===== src/rtl/ext_int_pkg.sv =====
/*
  Package for the external interrupt sense and flag block: register
  offsets, field positions, reset values, sense encodings and carriers.
  Assumes a 32-bit AXI4-Lite register bus with one register per word.
*/
package ext_int_pkg;

  localparam int NUM_INPUTS_MAX = 16;

  // Byte offsets of the register words.
  localparam logic [7:0] OFS_INT_ENABLE   = 8'h00;
  localparam logic [7:0] OFS_SENSE_HIGH   = 8'h04;
  localparam logic [7:0] OFS_SENSE_LOW    = 8'h08;
  localparam logic [7:0] OFS_INT_STATUS   = 8'h0C;
  localparam logic [7:0] OFS_IRQ_STATUS   = 8'h10;
  localparam logic [7:0] OFS_IRQ_MASK     = 8'h14;
  localparam logic [7:0] OFS_PRIORITY_0   = 8'h20;
  localparam int         NUM_PRIO_REGS    = 4;

  // Reset values.
  localparam logic [15:0] RST_INT_ENABLE  = 16'h0000;
  localparam logic [15:0] RST_SENSE       = 16'h0000;
  localparam logic [15:0] RST_INT_STATUS  = 16'h0000;
  localparam logic [2:0]  RST_PRIO_FIELD  = 3'h7;
  localparam logic [15:0] PRIO_FIELD_MASK = 16'h7777;
  localparam logic [1:0]  RST_IRQ_BITS    = 2'h0;

  // Priority field layout: four fields, lsb at 0, 4, 8 and 12.
  localparam int PRIO_FIELD_STRIDE = 4;
  localparam int PRIO_PER_REG      = 4;

  // Own event bits of the block-level interrupt status.
  localparam int EVT_FLAG_SET  = 0;
  localparam int EVT_OVERRUN   = 1;

  // AXI responses.
  localparam logic [1:0] RESP_OKAY   = 2'h0;
  localparam logic [1:0] RESP_SLVERR = 2'h2;

  typedef enum logic [1:0] {
    SENSE_LOW_LEVEL = 2'h0,
    SENSE_FALLING   = 2'h1,
    SENSE_RISING    = 2'h2,
    SENSE_BOTH      = 2'h3
  } sense_mode_e;

  // Per-input acknowledge from the exception logic and the transfer
  // controller.
  typedef struct packed {
    logic [NUM_INPUTS_MAX-1:0] exc_taken;
    logic [NUM_INPUTS_MAX-1:0] xfer_taken;
    logic [NUM_INPUTS_MAX-1:0] xfer_int_disable_sel;
  } ack_s;

endpackage


===== src/rtl/external_int_sense_flags.sv =====
/*
  External interrupt front end: input synchronisers, sense selection,
  request flags with clear rules, enable gating, priority fields, and an
  AXI4-Lite register slave with a block-level interrupt.
  Assumes that request inputs are asynchronous pins and that acknowledge
  strobes come from logic on clk_in, one cycle each.
*/
`timescale 1ns/1ps
`default_nettype none

// Notes on behaviour
// - Priority code 000 lowest, 111 highest; reset ones.
// - Per-input enable bit gates request; reset zero.
// - Eight-input variant: upper bits reserved, read zero; priority fields of inputs 15..8 still reset to 7 and take writes.
// - Sense 00: request while input low.
// - Sense 01: request on falling edge.
// - Sense 10: request on rising edge.
// - Sense 11: request on either edge.
// - Two sense registers, two bits per input.
// - Flag set on selected condition; resets zero.
// - Flag cleared by writing zero after reading one.
// - Level mode: exception handling clears flag if high.
// - Edge modes: exception handling clears flag.
// - Transfer activation clears flag when disable-select zero.
// - Writing one to a flag is ignored.
// - Four three-bit priority fields per register.
// - Reserved priority bits read zero, writes ignored.
module external_int_sense_flags #(
  parameter int NUM_INPUTS = 16
) (
  // Clock and reset
  input  wire logic                                clk_in,
  input  wire logic                                rst_in,
  // External request pins, active low
  input  wire logic [NUM_INPUTS-1:0]               ext_request_input_n_in,
  // Acknowledges from exception logic and transfer controller
  input  wire ext_int_pkg::ack_s                   ack_in,
  // Requests and priorities toward exception logic
  output logic [NUM_INPUTS-1:0]                    request_out,
  output logic [3*NUM_INPUTS-1:0]                  priority_out,
  // AXI4-Lite write address
  input  wire logic                                s_axi_awvalid_in,
  output logic                                     s_axi_awready_out,
  input  wire logic [7:0]                          s_axi_awaddr_in,
  // AXI4-Lite write data
  input  wire logic                                s_axi_wvalid_in,
  output logic                                     s_axi_wready_out,
  input  wire logic [31:0]                         s_axi_wdata_in,
  input  wire logic [3:0]                          s_axi_wstrb_in,
  // AXI4-Lite write response
  output logic                                     s_axi_bvalid_out,
  input  wire logic                                s_axi_bready_in,
  output logic [1:0]                               s_axi_bresp_out,
  // AXI4-Lite read address
  input  wire logic                                s_axi_arvalid_in,
  output logic                                     s_axi_arready_out,
  input  wire logic [7:0]                          s_axi_araddr_in,
  // AXI4-Lite read data
  output logic                                     s_axi_rvalid_out,
  input  wire logic                                s_axi_rready_in,
  output logic [31:0]                              s_axi_rdata_out,
  output logic [1:0]                               s_axi_rresp_out,
  // Block interrupt
  output logic                                     irq_out
);
  import ext_int_pkg::*;

  // Only the full and the reduced variant have a register layout.
  if (NUM_INPUTS != 8 && NUM_INPUTS != 16) begin : g_bad_inputs
    $error("NUM_INPUTS must be 8 or 16");
  end

  localparam int NI = NUM_INPUTS_MAX;
  // Inputs beyond NUM_INPUTS are reserved in the reduced variant.
  localparam logic [NI-1:0] IN_MASK =
    (NUM_INPUTS == NI) ? 16'hFFFF : 16'h00FF;

  logic [NI-1:0]   pin_meta_r;
  logic [NI-1:0]   pin_sync_r;
  logic [NI-1:0]   pin_prev_r;
  logic [NI-1:0]   ext_int_enable_r;
  logic [15:0]     ext_sense_high_r;
  logic [15:0]     ext_sense_low_r;
  logic [NI-1:0]   ext_int_status_r;
  logic [NI-1:0]   ext_int_status_nxt;
  logic [NI-1:0]   read_one_r;
  logic [NI-1:0]   set_cond;
  logic [NI-1:0]   hw_clear;
  logic [NI-1:0]   sw_clear;
  logic [NI-1:0]   pins_ext;
  logic [15:0]     priority_level_r [NUM_PRIO_REGS];
  logic [1:0]      irq_status_r;
  logic [1:0]      irq_mask_r;
  logic [NI-1:0]   req_all;
  logic [1:0]      irq_evt;

  // Bus handshake state.
  logic            aw_held_r;
  logic            w_held_r;
  logic [7:0]      aw_addr_r;
  logic [31:0]     w_data_r;
  logic [3:0]      w_strb_r;
  logic            wr_fire;
  logic            rd_fire;
  logic            wr_hit;
  logic            rd_hit;
  logic [31:0]     rd_word;

  always_comb begin
    pins_ext = '1;
    pins_ext[NUM_INPUTS-1:0] = ext_request_input_n_in;
  end

  // Pins are asynchronous; two stages before any logic looks at them.
  always_ff @(posedge clk_in) begin
    if (rst_in) begin
      pin_meta_r <= '1;
      pin_sync_r <= '1;
      pin_prev_r <= '1;
    end else begin
      pin_meta_r <= pins_ext;
      pin_sync_r <= pin_meta_r;
      pin_prev_r <= pin_sync_r;
    end
  end

  genvar gi;
  generate
    for (gi = 0; gi < NI; gi++) begin : g_in
      sense_mode_e mode;
      logic        fall;
      logic        rise;
      // Upper register holds inputs 15..8, lower 7..0, B bit on top.
      // Both selects stay in range for every input number.
      assign mode = (gi >= 8) ?
        sense_mode_e'(ext_sense_high_r[2*(gi%8) +: 2]) :
        sense_mode_e'(ext_sense_low_r[2*(gi%8) +: 2]);
      assign fall = pin_prev_r[gi] & ~pin_sync_r[gi];
      assign rise = ~pin_prev_r[gi] & pin_sync_r[gi];
      always_comb begin
        unique case (mode)
          SENSE_LOW_LEVEL: set_cond[gi] = ~pin_sync_r[gi];
          SENSE_FALLING:   set_cond[gi] = fall;
          SENSE_RISING:    set_cond[gi] = rise;
          SENSE_BOTH:      set_cond[gi] = fall | rise;
        endcase
        if (mode == SENSE_LOW_LEVEL) begin
          // Only clears when the pin has already gone back high.
          hw_clear[gi] = ack_in.exc_taken[gi] & pin_sync_r[gi];
        end else begin
          hw_clear[gi] = ack_in.exc_taken[gi];
        end
        if (ack_in.xfer_taken[gi] && !ack_in.xfer_int_disable_sel[gi]) begin
          hw_clear[gi] = 1'b1;
        end
      end
    end
  endgenerate

  // Bus write and read fire conditions.
  assign wr_fire = aw_held_r & w_held_r & ~s_axi_bvalid_out;
  assign rd_fire = s_axi_arvalid_in & s_axi_arready_out;

  always_comb begin
    sw_clear = '0;
    if (wr_fire && aw_addr_r == OFS_INT_STATUS) begin
      // Zero bits clear only flags that were read as one; ones ignored.
      sw_clear = ~{w_data_r[15:8] | {8{~w_strb_r[1]}},
                   w_data_r[7:0]  | {8{~w_strb_r[0]}}}
                 & read_one_r;
    end
  end

  // A set in the same cycle as a clear wins so no event is lost.
  always_comb begin
    ext_int_status_nxt = ((ext_int_status_r & ~(sw_clear | hw_clear))
                         | set_cond) & IN_MASK;
  end

  always_ff @(posedge clk_in) begin
    if (rst_in) begin
      ext_int_status_r <= RST_INT_STATUS;
    end else begin
      ext_int_status_r <= ext_int_status_nxt;
    end
  end

  // Remember which flags software has seen as one.
  always_ff @(posedge clk_in) begin
    if (rst_in) begin
      read_one_r <= '0;
    end else if (rd_fire && s_axi_araddr_in == OFS_INT_STATUS) begin
      read_one_r <= ext_int_status_r;
    end else begin
      read_one_r <= read_one_r & ext_int_status_nxt;
    end
  end

  assign req_all     = ext_int_status_r & ext_int_enable_r & IN_MASK;
  assign request_out = req_all[NUM_INPUTS-1:0];

  generate
    for (gi = 0; gi < NUM_INPUTS; gi++) begin : g_prio
      // Binary code is the level directly: 0 lowest, 7 highest.
      assign priority_out[3*gi +: 3] =
        priority_level_r[gi / PRIO_PER_REG]
          [PRIO_FIELD_STRIDE*(3 - gi % PRIO_PER_REG) +: 3];
    end
  endgenerate

  // Write channel capture; address and data may arrive in either order.
  always_ff @(posedge clk_in) begin
    if (rst_in) begin
      aw_held_r <= 1'b0;
      w_held_r  <= 1'b0;
      aw_addr_r <= 8'h00;
      w_data_r  <= 32'h0000_0000;
      w_strb_r  <= 4'h0;
    end else begin
      if (s_axi_awvalid_in && s_axi_awready_out) begin
        aw_held_r <= 1'b1;
        aw_addr_r <= s_axi_awaddr_in;
      end else if (wr_fire) begin
        aw_held_r <= 1'b0;
      end
      if (s_axi_wvalid_in && s_axi_wready_out) begin
        w_held_r <= 1'b1;
        w_data_r <= s_axi_wdata_in;
        w_strb_r <= s_axi_wstrb_in;
      end else if (wr_fire) begin
        w_held_r <= 1'b0;
      end
    end
  end

  assign s_axi_awready_out = ~aw_held_r & ~s_axi_bvalid_out;
  assign s_axi_wready_out  = ~w_held_r & ~s_axi_bvalid_out;

  always_comb begin
    wr_hit = (aw_addr_r == OFS_INT_ENABLE) || (aw_addr_r == OFS_SENSE_HIGH)
          || (aw_addr_r == OFS_SENSE_LOW)  || (aw_addr_r == OFS_INT_STATUS)
          || (aw_addr_r == OFS_IRQ_STATUS) || (aw_addr_r == OFS_IRQ_MASK)
          || (aw_addr_r[7:4] == OFS_PRIORITY_0[7:4]
              && aw_addr_r[1:0] == 2'h0);
  end

  always_ff @(posedge clk_in) begin
    if (rst_in) begin
      s_axi_bvalid_out <= 1'b0;
      s_axi_bresp_out  <= RESP_OKAY;
    end else if (wr_fire) begin
      s_axi_bvalid_out <= 1'b1;
      s_axi_bresp_out  <= wr_hit ? RESP_OKAY : RESP_SLVERR;
    end else if (s_axi_bready_in) begin
      s_axi_bvalid_out <= 1'b0;
    end
  end

  // Control registers, sixteen bits in the low two byte lanes; the interrupt mask is two bits in lane 0.
  always_ff @(posedge clk_in) begin
    if (rst_in) begin
      ext_int_enable_r <= RST_INT_ENABLE;
      ext_sense_high_r <= RST_SENSE;
      ext_sense_low_r  <= RST_SENSE;
      irq_mask_r       <= RST_IRQ_BITS;
    end else if (wr_fire) begin
      for (int b = 0; b < 2; b++) begin
        if (w_strb_r[b]) begin
          if (aw_addr_r == OFS_INT_ENABLE) begin
            ext_int_enable_r[8*b +: 8] <= w_data_r[8*b +: 8]
                                          & IN_MASK[8*b +: 8];
          end
          if (aw_addr_r == OFS_SENSE_HIGH && NUM_INPUTS == NI) begin
            ext_sense_high_r[8*b +: 8] <= w_data_r[8*b +: 8];
          end
          if (aw_addr_r == OFS_SENSE_LOW) begin
            ext_sense_low_r[8*b +: 8] <= w_data_r[8*b +: 8];
          end
        end
      end
      if (aw_addr_r == OFS_IRQ_MASK && w_strb_r[0]) begin
        irq_mask_r <= w_data_r[1:0];
      end
    end
  end

  generate
    for (gi = 0; gi < NUM_PRIO_REGS; gi++) begin : g_preg
      always_ff @(posedge clk_in) begin
        if (rst_in) begin
          priority_level_r[gi] <= {4{1'b0, RST_PRIO_FIELD}};
        end else if (wr_fire && aw_addr_r == OFS_PRIORITY_0
                     + 8'(PRIO_FIELD_STRIDE * gi)) begin
          for (int b = 0; b < 2; b++) begin
            if (w_strb_r[b]) begin
              // Reserved bits stay zero whatever is written.
              priority_level_r[gi][8*b +: 8] <= w_data_r[8*b +: 8]
                & PRIO_FIELD_MASK[8*b +: 8];
            end
          end
        end
      end
    end
  endgenerate

  // Block interrupt: flag-set events and an edge landing on a set flag.
  always_comb begin
    irq_evt = 2'h0;
    irq_evt[EVT_FLAG_SET] = |(set_cond & ~ext_int_status_r & IN_MASK);
    // An edge that finds its flag already set would otherwise go unseen.
    irq_evt[EVT_OVERRUN]  = |(set_cond & ext_int_status_r & IN_MASK
                              & (pin_prev_r ^ pin_sync_r));
  end

  always_ff @(posedge clk_in) begin
    if (rst_in) begin
      irq_status_r <= RST_IRQ_BITS;
    end else begin
      for (int e = 0; e < 2; e++) begin
        // An event in the cycle of its clear wins.
        if (irq_evt[e]) begin
          irq_status_r[e] <= 1'b1;
        end else if (wr_fire && aw_addr_r == OFS_IRQ_STATUS
                     && w_strb_r[0] && w_data_r[e]) begin
          irq_status_r[e] <= 1'b0;
        end
      end
    end
  end

  assign irq_out = |(irq_status_r & irq_mask_r);

  // Read path.
  always_comb begin
    rd_hit  = 1'b1;
    rd_word = 32'h0000_0000;
    if (s_axi_araddr_in == OFS_INT_ENABLE) begin
      rd_word[15:0] = ext_int_enable_r;
    end else if (s_axi_araddr_in == OFS_SENSE_HIGH) begin
      rd_word[15:0] = ext_sense_high_r;
    end else if (s_axi_araddr_in == OFS_SENSE_LOW) begin
      rd_word[15:0] = ext_sense_low_r;
    end else if (s_axi_araddr_in == OFS_INT_STATUS) begin
      rd_word[15:0] = ext_int_status_r;
    end else if (s_axi_araddr_in == OFS_IRQ_STATUS) begin
      rd_word[1:0] = irq_status_r;
    end else if (s_axi_araddr_in == OFS_IRQ_MASK) begin
      rd_word[1:0] = irq_mask_r;
    end else if (s_axi_araddr_in[7:4] == OFS_PRIORITY_0[7:4]
                 && s_axi_araddr_in[1:0] == 2'h0) begin
      rd_word[15:0] = priority_level_r[s_axi_araddr_in[3:2]];
    end else begin
      rd_hit = 1'b0;
    end
  end

  assign s_axi_arready_out = ~s_axi_rvalid_out;

  always_ff @(posedge clk_in) begin
    if (rst_in) begin
      s_axi_rvalid_out <= 1'b0;
      s_axi_rdata_out  <= 32'h0000_0000;
      s_axi_rresp_out  <= RESP_OKAY;
    end else if (rd_fire) begin
      s_axi_rvalid_out <= 1'b1;
      s_axi_rdata_out  <= rd_word;
      s_axi_rresp_out  <= rd_hit ? RESP_OKAY : RESP_SLVERR;
    end else if (s_axi_rready_in) begin
      s_axi_rvalid_out <= 1'b0;
    end
  end

endmodule
`default_nettype wire


===== config.mk =====
export PLATFORM = sky130hd
export DESIGN_NAME = external_int_sense_flags
export DESIGN_NICKNAME = d
export VERILOG_FILES = /design/src/rtl/ext_int_pkg.sv /design/src/rtl/external_int_sense_flags.sv
export SDC_FILE = /design/constraint.sdc
export NUM_CORES = 1
export LEC_CHECK = 0
export BUFFER_PORTS_ARGS = -buffer_cell sky130_fd_sc_hd__clkbuf_2
export CAP_MARGIN = 30
export CORE_UTILIZATION = 50
export DETAILED_ROUTE_END_ITERATION = 6
export GPL_TIMING_DRIVEN = 0
export PLACE_DENSITY = 0.84
export SKIP_LAST_GASP = 1
export SYNTH_ARGS = -nofsm -noshare
export SYNTH_HDL_FRONTEND = slang
export SYNTH_SLANG_ARGS = --single-unit

===== constraint.sdc =====
create_clock -name clk_in -period 2 [get_ports clk_in]
set_input_delay 0.3 -clock clk_in [delete_from_list [all_inputs] [get_ports clk_in]]
set_output_delay 0.3 -clock clk_in [all_outputs]
set_load 0.02 [all_outputs]

; ---- Yosys cells after proc, flatten, opt, wreduce, memory -nomap -nowiden
; Memory sizes are Yosys's and may differ from the RTL's.
; Index checks and enable logic that the tools add are counted.
[totals]
regBits = 182
ram_bits = 48
in_bits = 123
wordCells = 424
n_memories = 1
[classes]
n_eq_ne = 64
muxes = 115
bitwise = 131
n_reduce_logical = 89
[mem_list]
columns = name, words, word_bits, read_ports, rd_clocked_by_memory_dff, wr, line
row1 = priority_level_r, 4, 12, 5, 0, 4, external_int_sense_flags.sv:91  ; logic [15:0] priority_level_r [NUM_PRIO_REGS];
[ops]
columns = cell, n
row1 = $and 16x16->16, 7
row2 = $mux 16, 7
row3 = $mux 1, 78
row4 = $eq 2x2->1 const B, 32
row5 = $pmux 1 s4, 16
row6 = $and 1x1->1, 53
row7 = $mux 6, 8
row8 = $not 16->16, 3
row9 = $not 1->1, 38
row10 = $logic_not 2->1, 18
row11 = $eq 2x1->1 const B, 16
row12 = $eq 8x4->1 const B, 4
row13 = $eq 8x5->1 const B, 4
row14 = $eq 8x6->1 const B, 4
row15 = $or 16x16->16, 2
row16 = $reduce_or 16->1, 2
row17 = $logic_and 1x1->1, 31
row18 = $mux 14, 2
row19 = $or 1x1->1, 24
row20 = $reduce_and 3->1, 6
row21 = $eq 8x3->1 const B, 2
row22 = $logic_not 1->1, 16
row23 = $logic_not 8->1, 2
row24 = $or 8x8->8, 2
row25 = 8 further kinds, 22

; ---- Depth between registers and ports, before layout
; Gate-level depths: netlist (run 1).
[depth]
depth_word = 11
ltp_mapped = 7
depth_no_buf = 7

; ---- Least setup slack after synthesis (run 1)
; OpenSTA, ideal clock, no wires.
[synth_timing]
kind = register -> register
startpoint = register aw_addr_r[4]
endpoint = memory priority_level_r[3][10] (netlist name), data pin
setup_time_ns = 0.264
arrival_ns = 1.776
required_ns = 1.736
slack_ns = -0.040
stages_incl_launch_ff = 7
cell_sequence = dfxtp_1 > or4b_1 > buf_2 > or3_1 > clkbuf_1 > nor2_1 > nand2_1
[synth_rtl]
columns = item, line
row1 = from (decl), external_int_sense_flags.sv:100  ; logic [7:0] aw_addr_r;
row2 = from (signal assigned), external_int_sense_flags.sv:222  ; aw_addr_r <= s_axi_awaddr_in;
row3 = to (decl), external_int_sense_flags.sv:91

==> results of run 1 <==
==> sequential cells by signal, summed over array words and instances, names as in the netlist <==
| signal | flops |
|---|---|
| ext_int_status_r | 16 |
| aw_held_r | 1 |
| ext_sense_high_r | 16 |
| aw_addr_r | 8 |
| w_data_r | 16 |
| pin_sync_r | 16 |
| s_axi_rresp_out | 1 |
| pin_prev_r | 16 |
| ext_sense_low_r | 16 |
| s_axi_rdata_out | 16 |
| s_axi_bresp_out | 1 |
| s_axi_bvalid_out | 1 |
| pin_meta_r | 16 |
| w_held_r | 1 |
| ext_int_enable_r | 16 |
| irq_status_r | 2 |
| w_strb_r | 2 |
| priority_level_r | 48 |
| irq_mask_r | 2 |
| s_axi_rvalid_out | 1 |
| read_one_r | 16 |
==> area by class of cell <==
type / count / area share
clock buffer: 35 / 0.0506
clock inverter: 7 / 0.00436
sequential: 228 / 0.368
tap: 275 / 0.0250
buffer: 70 / 0.0266
multi-input combinational: 758 / 0.398
inverter: 90 / 0.0245
timing repair buffer: 242 / 0.104
==> through the flow <==
stage	util	instance area (sq um)
after floorplan	-	10800
after global placement	0.575	12100
after detailed placement	0.575	12100
after CTS	0.639	13500
after global routing	0.654	13800
final	0.654	13800
==> per-layer routing <==
| layer | up-vias | share of wire | routed length [um] | track usage |
|---|---|---|---|---|
| met1 | 4739 | 0.36 | 12800 | 0.403 |
| met4 | 0 | 0.054 | 1910 | 0.156 |
| met5 | - | 0 | 0 | 0 |
| met3 | 146 | 0.13 | 4630 | 0.0706 |
| met2 | 765 | 0.45 | 16100 | 0.492 |
| li1 | 4537 | - | - | - |
==> cells by family (layout without fill, tap and decap cells) <==
logic type | after synthesis | count (layout)
compound gates | 217 | 217
mux | 58 | 58
flops | 228 | 228
simple gates | 433 | 433
fa+ha+maj | 32 | 32
other cells | 1 | 18
buf+inv | 163 | 444
==> cells in the mapped netlist (all sizes together), types with 6 or more instances <==
cell type / number
o22ai: 14
nand3: 54
o31ai: 15
and2: 30
nor2: 55
a211oi: 6
nor3b: 8
or3: 14
nand2b: 31
nand2: 168
a21oi: 72
or2: 33
o21ai: 26
buf: 34
nor3: 6
mux4: 28
clkbuf: 39
inv: 90
edfxtp: 48
a32o: 16
a31oi: 7
o2111ai: 10
mux2i: 28
a2bb2oi: 10
ha: 32
dfxtp: 180
==> power by group <==
group / switching [uW] / internal [uW]
clock network: 1800 / 2530
registers: 164 / 4800
logic: 663 / 430
==> path summary, 6_finish.rpt <==
check                                         endpoint  slack [ns]
hold / removal               w_data_r[10]$_SDFFE_PP0P_       0.002
setup / recovery  priority_level_r[2][2]$_SDFFCE_PN1P_       -0.11
hold reg to reg               pin_sync_r[2]$_SDFF_PP1_        0.41
setup reg to reg  priority_level_r[2][2]$_SDFFCE_PN1P_       -0.11
==> tightest hold or removal path: stages <==
cell	delay [ns]
clkbuf_2	0.08
nand2_1	0.05
a21oi_1	0.05
==> repair_timing <==
| item | 4_1_cts | 5_1_grt |
|---|---|---|
| hold buffers | 24 | 0 |
| pin swaps | 16 | 30 |
| endpoints found under the hold margin | 24 | 0 |
| buffers inserted | 12 | 12 |
| setup endpoints to repair | 147 | 184 |
| cloned | 1 | 0 |
| resized for setup | 57 | 55 |
==> results.json, run 1 <==
{
  "outcome": "finished with violations",
  "violations": "negative setup slack",
  "hold_depth": 3,
  "cts.path.max_buffers": 3,
  "synth_top_cell_by_area": "dfxtp_1",
  "timing.final.ws_setup_ns": -0.112,
  "startpoint": "aw_addr_r[4]$_SDFFE_PP0P_",
  "ys_seq_elements": 228,
  "initial_utilization": 0.510,
  "p_total_uw": 10400,
  "critical_path.slowest_cell": "or4b_4",
  "regArea_sq_um": 5070,
  "cp_cell_sequence": "or4b_4 > buf_4 > buf_6 > nor2_2 > nand2_2 > or3_1",
  "worst_pin_slew_ns": 0.974,
  "drc_errors": 0,
  "cp-start-kind": "register",
  "netlist_instances": 1132,
  "synth_top_family_by_area": "simple AND/OR/NAND/NOR gates",
  "place_inst": 1617,
  "yosys.area_share.simple": 0.205,
  "layout_common_cells": "clkbuf_2, nand2_1, dfxtp_1",
  "synth_top_area_share": 0.335,
  "holdWs_ns": 0.00187,
  "synth_compound_area_frac": 0.137,
  "layout_min_cycle_time_ns": 2.11,
  "cp_slowest_stage_delay_ns": 0.60,
  "cp_top_family": "simple AND/OR/NAND/NOR gates",
  "ys_seq_area_frac": 0.469,
  "crit_cells": 6,
  "cts_max_level": 1,
  "core_sq_um": 21100,
  "cts_tree": "done",
  "synthAdderAreaFrac": 0.0372,
  "boundaryPins": 229,
  "async_flop_share": 0,
  "cts_buffers": 24,
  "peakVddDrop_mv": 0.706,
  "area_growth_pct": 28.1,
  "leakage_uw": 0.00559,
  "slew_viol_final": 0,
  "grt.total_usage": 0.312,
  "instances_no_fill": 1705,
  "clkSinkCount": 228,
  "die_x_um": 149,
  "synth_xor_area_frac": 0,
  "cap_viol_max_count": 0,
  "drt_iter0_drc": 1230,
  "rsz0062_at_grt": "yes",
  "cp.required_ns": 2.26,
  "grt_max_degree": 20,
  "path_clk_slew_ns": 0.06,
  "nets": 1569,
  "skew_ns": 0.0167,
  "synthTopCellsByArea": "dfxtp_1, edfxtp_1, mux4_2",
  "postRouteAntennaNets": 0,
  "multi_input_area_sq_um": 5490,
  "detail_route.first_pass.iterations": 6,
  "crit_type": "register to register",
  "arrival_ns": 2.37,
  "gp_congestion": 0.963,
  "synth_mux_area_frac": 0.0867,
  "p_per_area_nw_per_um2": 754,
  "overflow": 0,
  "crit-reg2reg-launch": "aw_addr_r[4]$_SDFFE_PP0P_",
  "dp_hpwl_um": 26000,
  "worstSkewPairLatency_ns": 0.53,
  "antenna_found_initial": 0,
  "drive_above_1_share": 0.301,
  "cp_num_buf_inv": 2,
  "crit_path_end_kind": "register",
  "n_fill_cell": 1687,
  "hold_class": "input pin to register",
  "wirelength_um": 35400,
  "place_ws_ns": -0.530,
  "io_buffer_count": 190,
  "yosysWarningCount": 0,
  "setup_viol": 49,
  "fin_crit_sh": 1.06,
  "cp_max_fo": 6,
  "yosysUniqueCellTypes": 64,
  "final_common_cell": "clkbuf_2",
  "grt_pass1_vias": 9225,
  "synth_edf_count": 48,
  "finalSetupTns_ns": -2.98,
  "wl_per_cell_um": 20.8,
  "relSlewSlack": 0.350,
  "dieArea_sq_um": 22100,
  "r2r_cells": 6,
  "clock-root-buffer": "clkbuf_16",
  "rows": 53,
  "antennaDiodeCount": 0,
  "fmax_ghz": 0.474,
  "syn_avg_cell_area_sq_um": 9.51,
  "grt_pass1_wl_um": 51800,
  "yosys_most_used_dff": "dfxtp_1",
  "vias": 10200,
  "netlist_area_sq_um": 10800,
  "hp-start": "s_axi_wdata_in[10]",
  "die_h_um": 149,
  "hold_viol_final": 0,
  "via_per_inst": 5.97
}
Power figures use the tool's default switching activity.
==> run 2, diff against run 1 <==
- CAP_MARGIN: 30 -> default
- SETUP_SLACK_MARGIN: default -> 0.15
==> results.json, run 2 (synthesized netlist as in run 1, its figures left out) <==
{
  "instances_no_fill": 1723,
  "grt.total_usage": 0.322,
  "rows": 53,
  "vias": 10500,
  "io_buffer_count": 190,
  "p_total_uw": 10700,
  "wirelength_um": 38100,
  "crit-reg2reg-launch": "pin_sync_r[3]$_SDFF_PP1_",
  "rsz0062_at_grt": "yes",
  "boundaryPins": 229,
  "grt_pass1_wl_um": 53800,
  "crit_path_end_kind": "register",
  "violations": "negative setup slack",
  "detail_route.first_pass.iterations": 6,
  "drc_errors": 0,
  "timing.final.ws_setup_ns": -0.323,
  "drive_above_1_share": 0.334,
  "cts_max_level": 1,
  "leakage_uw": 0.00582,
  "initial_utilization": 0.510,
  "cp-start-kind": "register",
  "relSlewSlack": 0.0827,
  "final_util": 0.680,
  "clock-root-buffer": "clkbuf_16",
  "place_inst": 1614,
  "r2r_cells": 6,
  "cts.path.max_buffers": 3,
  "die_x_um": 149,
  "arrival_ns": 2.70,
  "hp-start": "s_axi_awaddr_in[3]",
  "fmax_ghz": 0.431,
  "core_sq_um": 21100,
  "peakVddDrop_mv": 0.690,
  "grt_max_degree": 15,
  "clkSinkCount": 228,
  "postRouteAntennaNets": 0,
  "hold_class": "input pin to register",
  "area_growth_pct": 33.3,
  "p_per_area_nw_per_um2": 743,
  "slew_viol_final": 0,
  "die_h_um": 149,
  "grt_pass1_vias": 9624,
  "hold_depth": 3,
  "setup_viol": 51,
  "top_register": "priority_level_r",
  "skew_ns": 0.0141,
  "dp_hpwl_um": 25900,
  "final_common_cell": "clkbuf_2",
  "worstSkewPairLatency_ns": 0.53,
  "crit_type": "register to register",
  "hold_viol_final": 0,
  "layout_min_cycle_time_ns": 2.32,
  "hold_end": "aw_addr_r[3]$_SDFFE_PP0P_",
  "n_fill_cell": 1555,
  "drt_iter0_drc": 1316,
  "wl_per_cell_um": 22.1,
  "antenna_found_initial": 2,
  "layout_common_cells": "clkbuf_2, dfxtp_1, nand2_1",
  "nets": 1584,
  "overflow": 0,
  "largest_reg_flops": 48,
  "gp_congestion": 0.966,
  "cp_max_fo": 4,
  "outcome": "finished with violations",
  "r2r_end": "irq_status_r[0]$_SDFFE_PP0P_",
  "via_per_inst": 6.11,
  "dieArea_sq_um": 22100,
  "cap_viol_max_count": 0,
  "finalSetupTns_ns": -4.22,
  "cp.required_ns": 2.37,
  "place_ws_ns": -0.655,
  "path_clk_slew_ns": 0.06,
  "fin_crit_sh": 1.16,
  "cts_tree": "done",
  "rrSetupSlack_ns": -0.32,
  "worst_pin_slew_ns": 1.38,
  "cts_buffers": 24
}
run 2: cell count changes in the layout (fill, tap and decap cells not counted), moves of 5 or more:
| cell | before | now |
|---|---|---|
| nand2_1 | 165 | 150 |
| buf_6 | 5 | 17 |
| nand2_2 | 2 | 12 |
| nor2_4 | 2 | 7 |
| nand2b_4 | 0 | 7 |
| buf_2 | 11 | 4 |
| clkbuf_2 | 195 | 202 |
| nand2b_1 | 31 | 24 |
run 2: timing repair:
item	CTS	global route
setup endpoints to repair	200	205
cloned	1	2
pin swaps	28	64
gates resized for setup	62	133
buffers inserted	16	20
endpoints found under the hold margin	25	0
hold buffers	25	0
run 2: routing by layer:
| metal | vias to the layer above | wire length (um) | track usage |
|---|---|---|---|
| li1 | 4559 | - | - |
| met1 | 4922 | 13800 | 0.403 |
| met2 | 845 | 17200 | 0.518 |
| met3 | 194 | 4630 | 0.0752 |
| met4 | 0 | 2400 | 0.169 |
| met5 | - | 0 | 0 |
run 2: worst max path at each step:
| stage | from | endpoint | slack [ns] | cells after the start |
|---|---|---|---|---|
| 6_report | pin_sync_r[3]$_SDFF_PP1_ | irq_status_r[0]$_SDFFE_PP0P_ | -0.32 | 6 |
| 2_1_floorplan | aw_addr_r[4]$_SDFFE_PP0P_ | priority_level_r[0][10]$_SDFFCE_PN1P_ | -0.04 | 5 |
| 3_5_place_dp | s_axi_araddr_in[6] | read_one_r[13]$_SDFF_PP0_ | -0.65 | 7 |
| 5_1_grt | pin_sync_r[3]$_SDFF_PP1_ | irq_status_r[0]$_SDFFE_PP0P_ | -0.39 | 6 |
| 3_3_place_gp | s_axi_araddr_in[6] | read_one_r[13]$_SDFF_PP0_ | -0.61 | 7 |
| 4_1_cts | aw_addr_r[6]$_SDFFE_PP0P_ | priority_level_r[2][9]$_SDFFCE_PN1P_ | -0.13 | 6 |
run 2: final cells by class:
cell class	instances	area [sq um]	area share
multi-input combinational	759	5790	0.404
inverter	90	340	0.0237
sequential	228	5070	0.354
clock buffer	39	728	0.0508
timing repair buffer	253	1570	0.110
clock inverter	5	51.3	0.00358
antenna	1	2.50	0.000175
buffer	73	442	0.0308
tap	275	344	0.0240
run 2: worst max-delay path, cell delays in order, from the launching register on:
cell     delay (ns)
dfxtp_2        0.36
inv_1          0.07
ha_1           0.35
mux4_2         0.57
o22ai_1        0.27
nor4_2         0.10
a41oi_2        0.46
run 2: stage by stage:
step	hold WS [ns]	area (sq um)
floorplan	0.389	10900
global placement	0.394	12200
detailed placement	0.394	12200
CTS	0.000253	13600
global route	0.0100	14300
finish	0.00133	14300
run 2: power by group:
part | total, uW | switching (uW) | internal [uW]
clock | 4470 | 1860 | 2610
combinational | 1210 | 718 | 489
sequential | 4970 | 170 | 4800
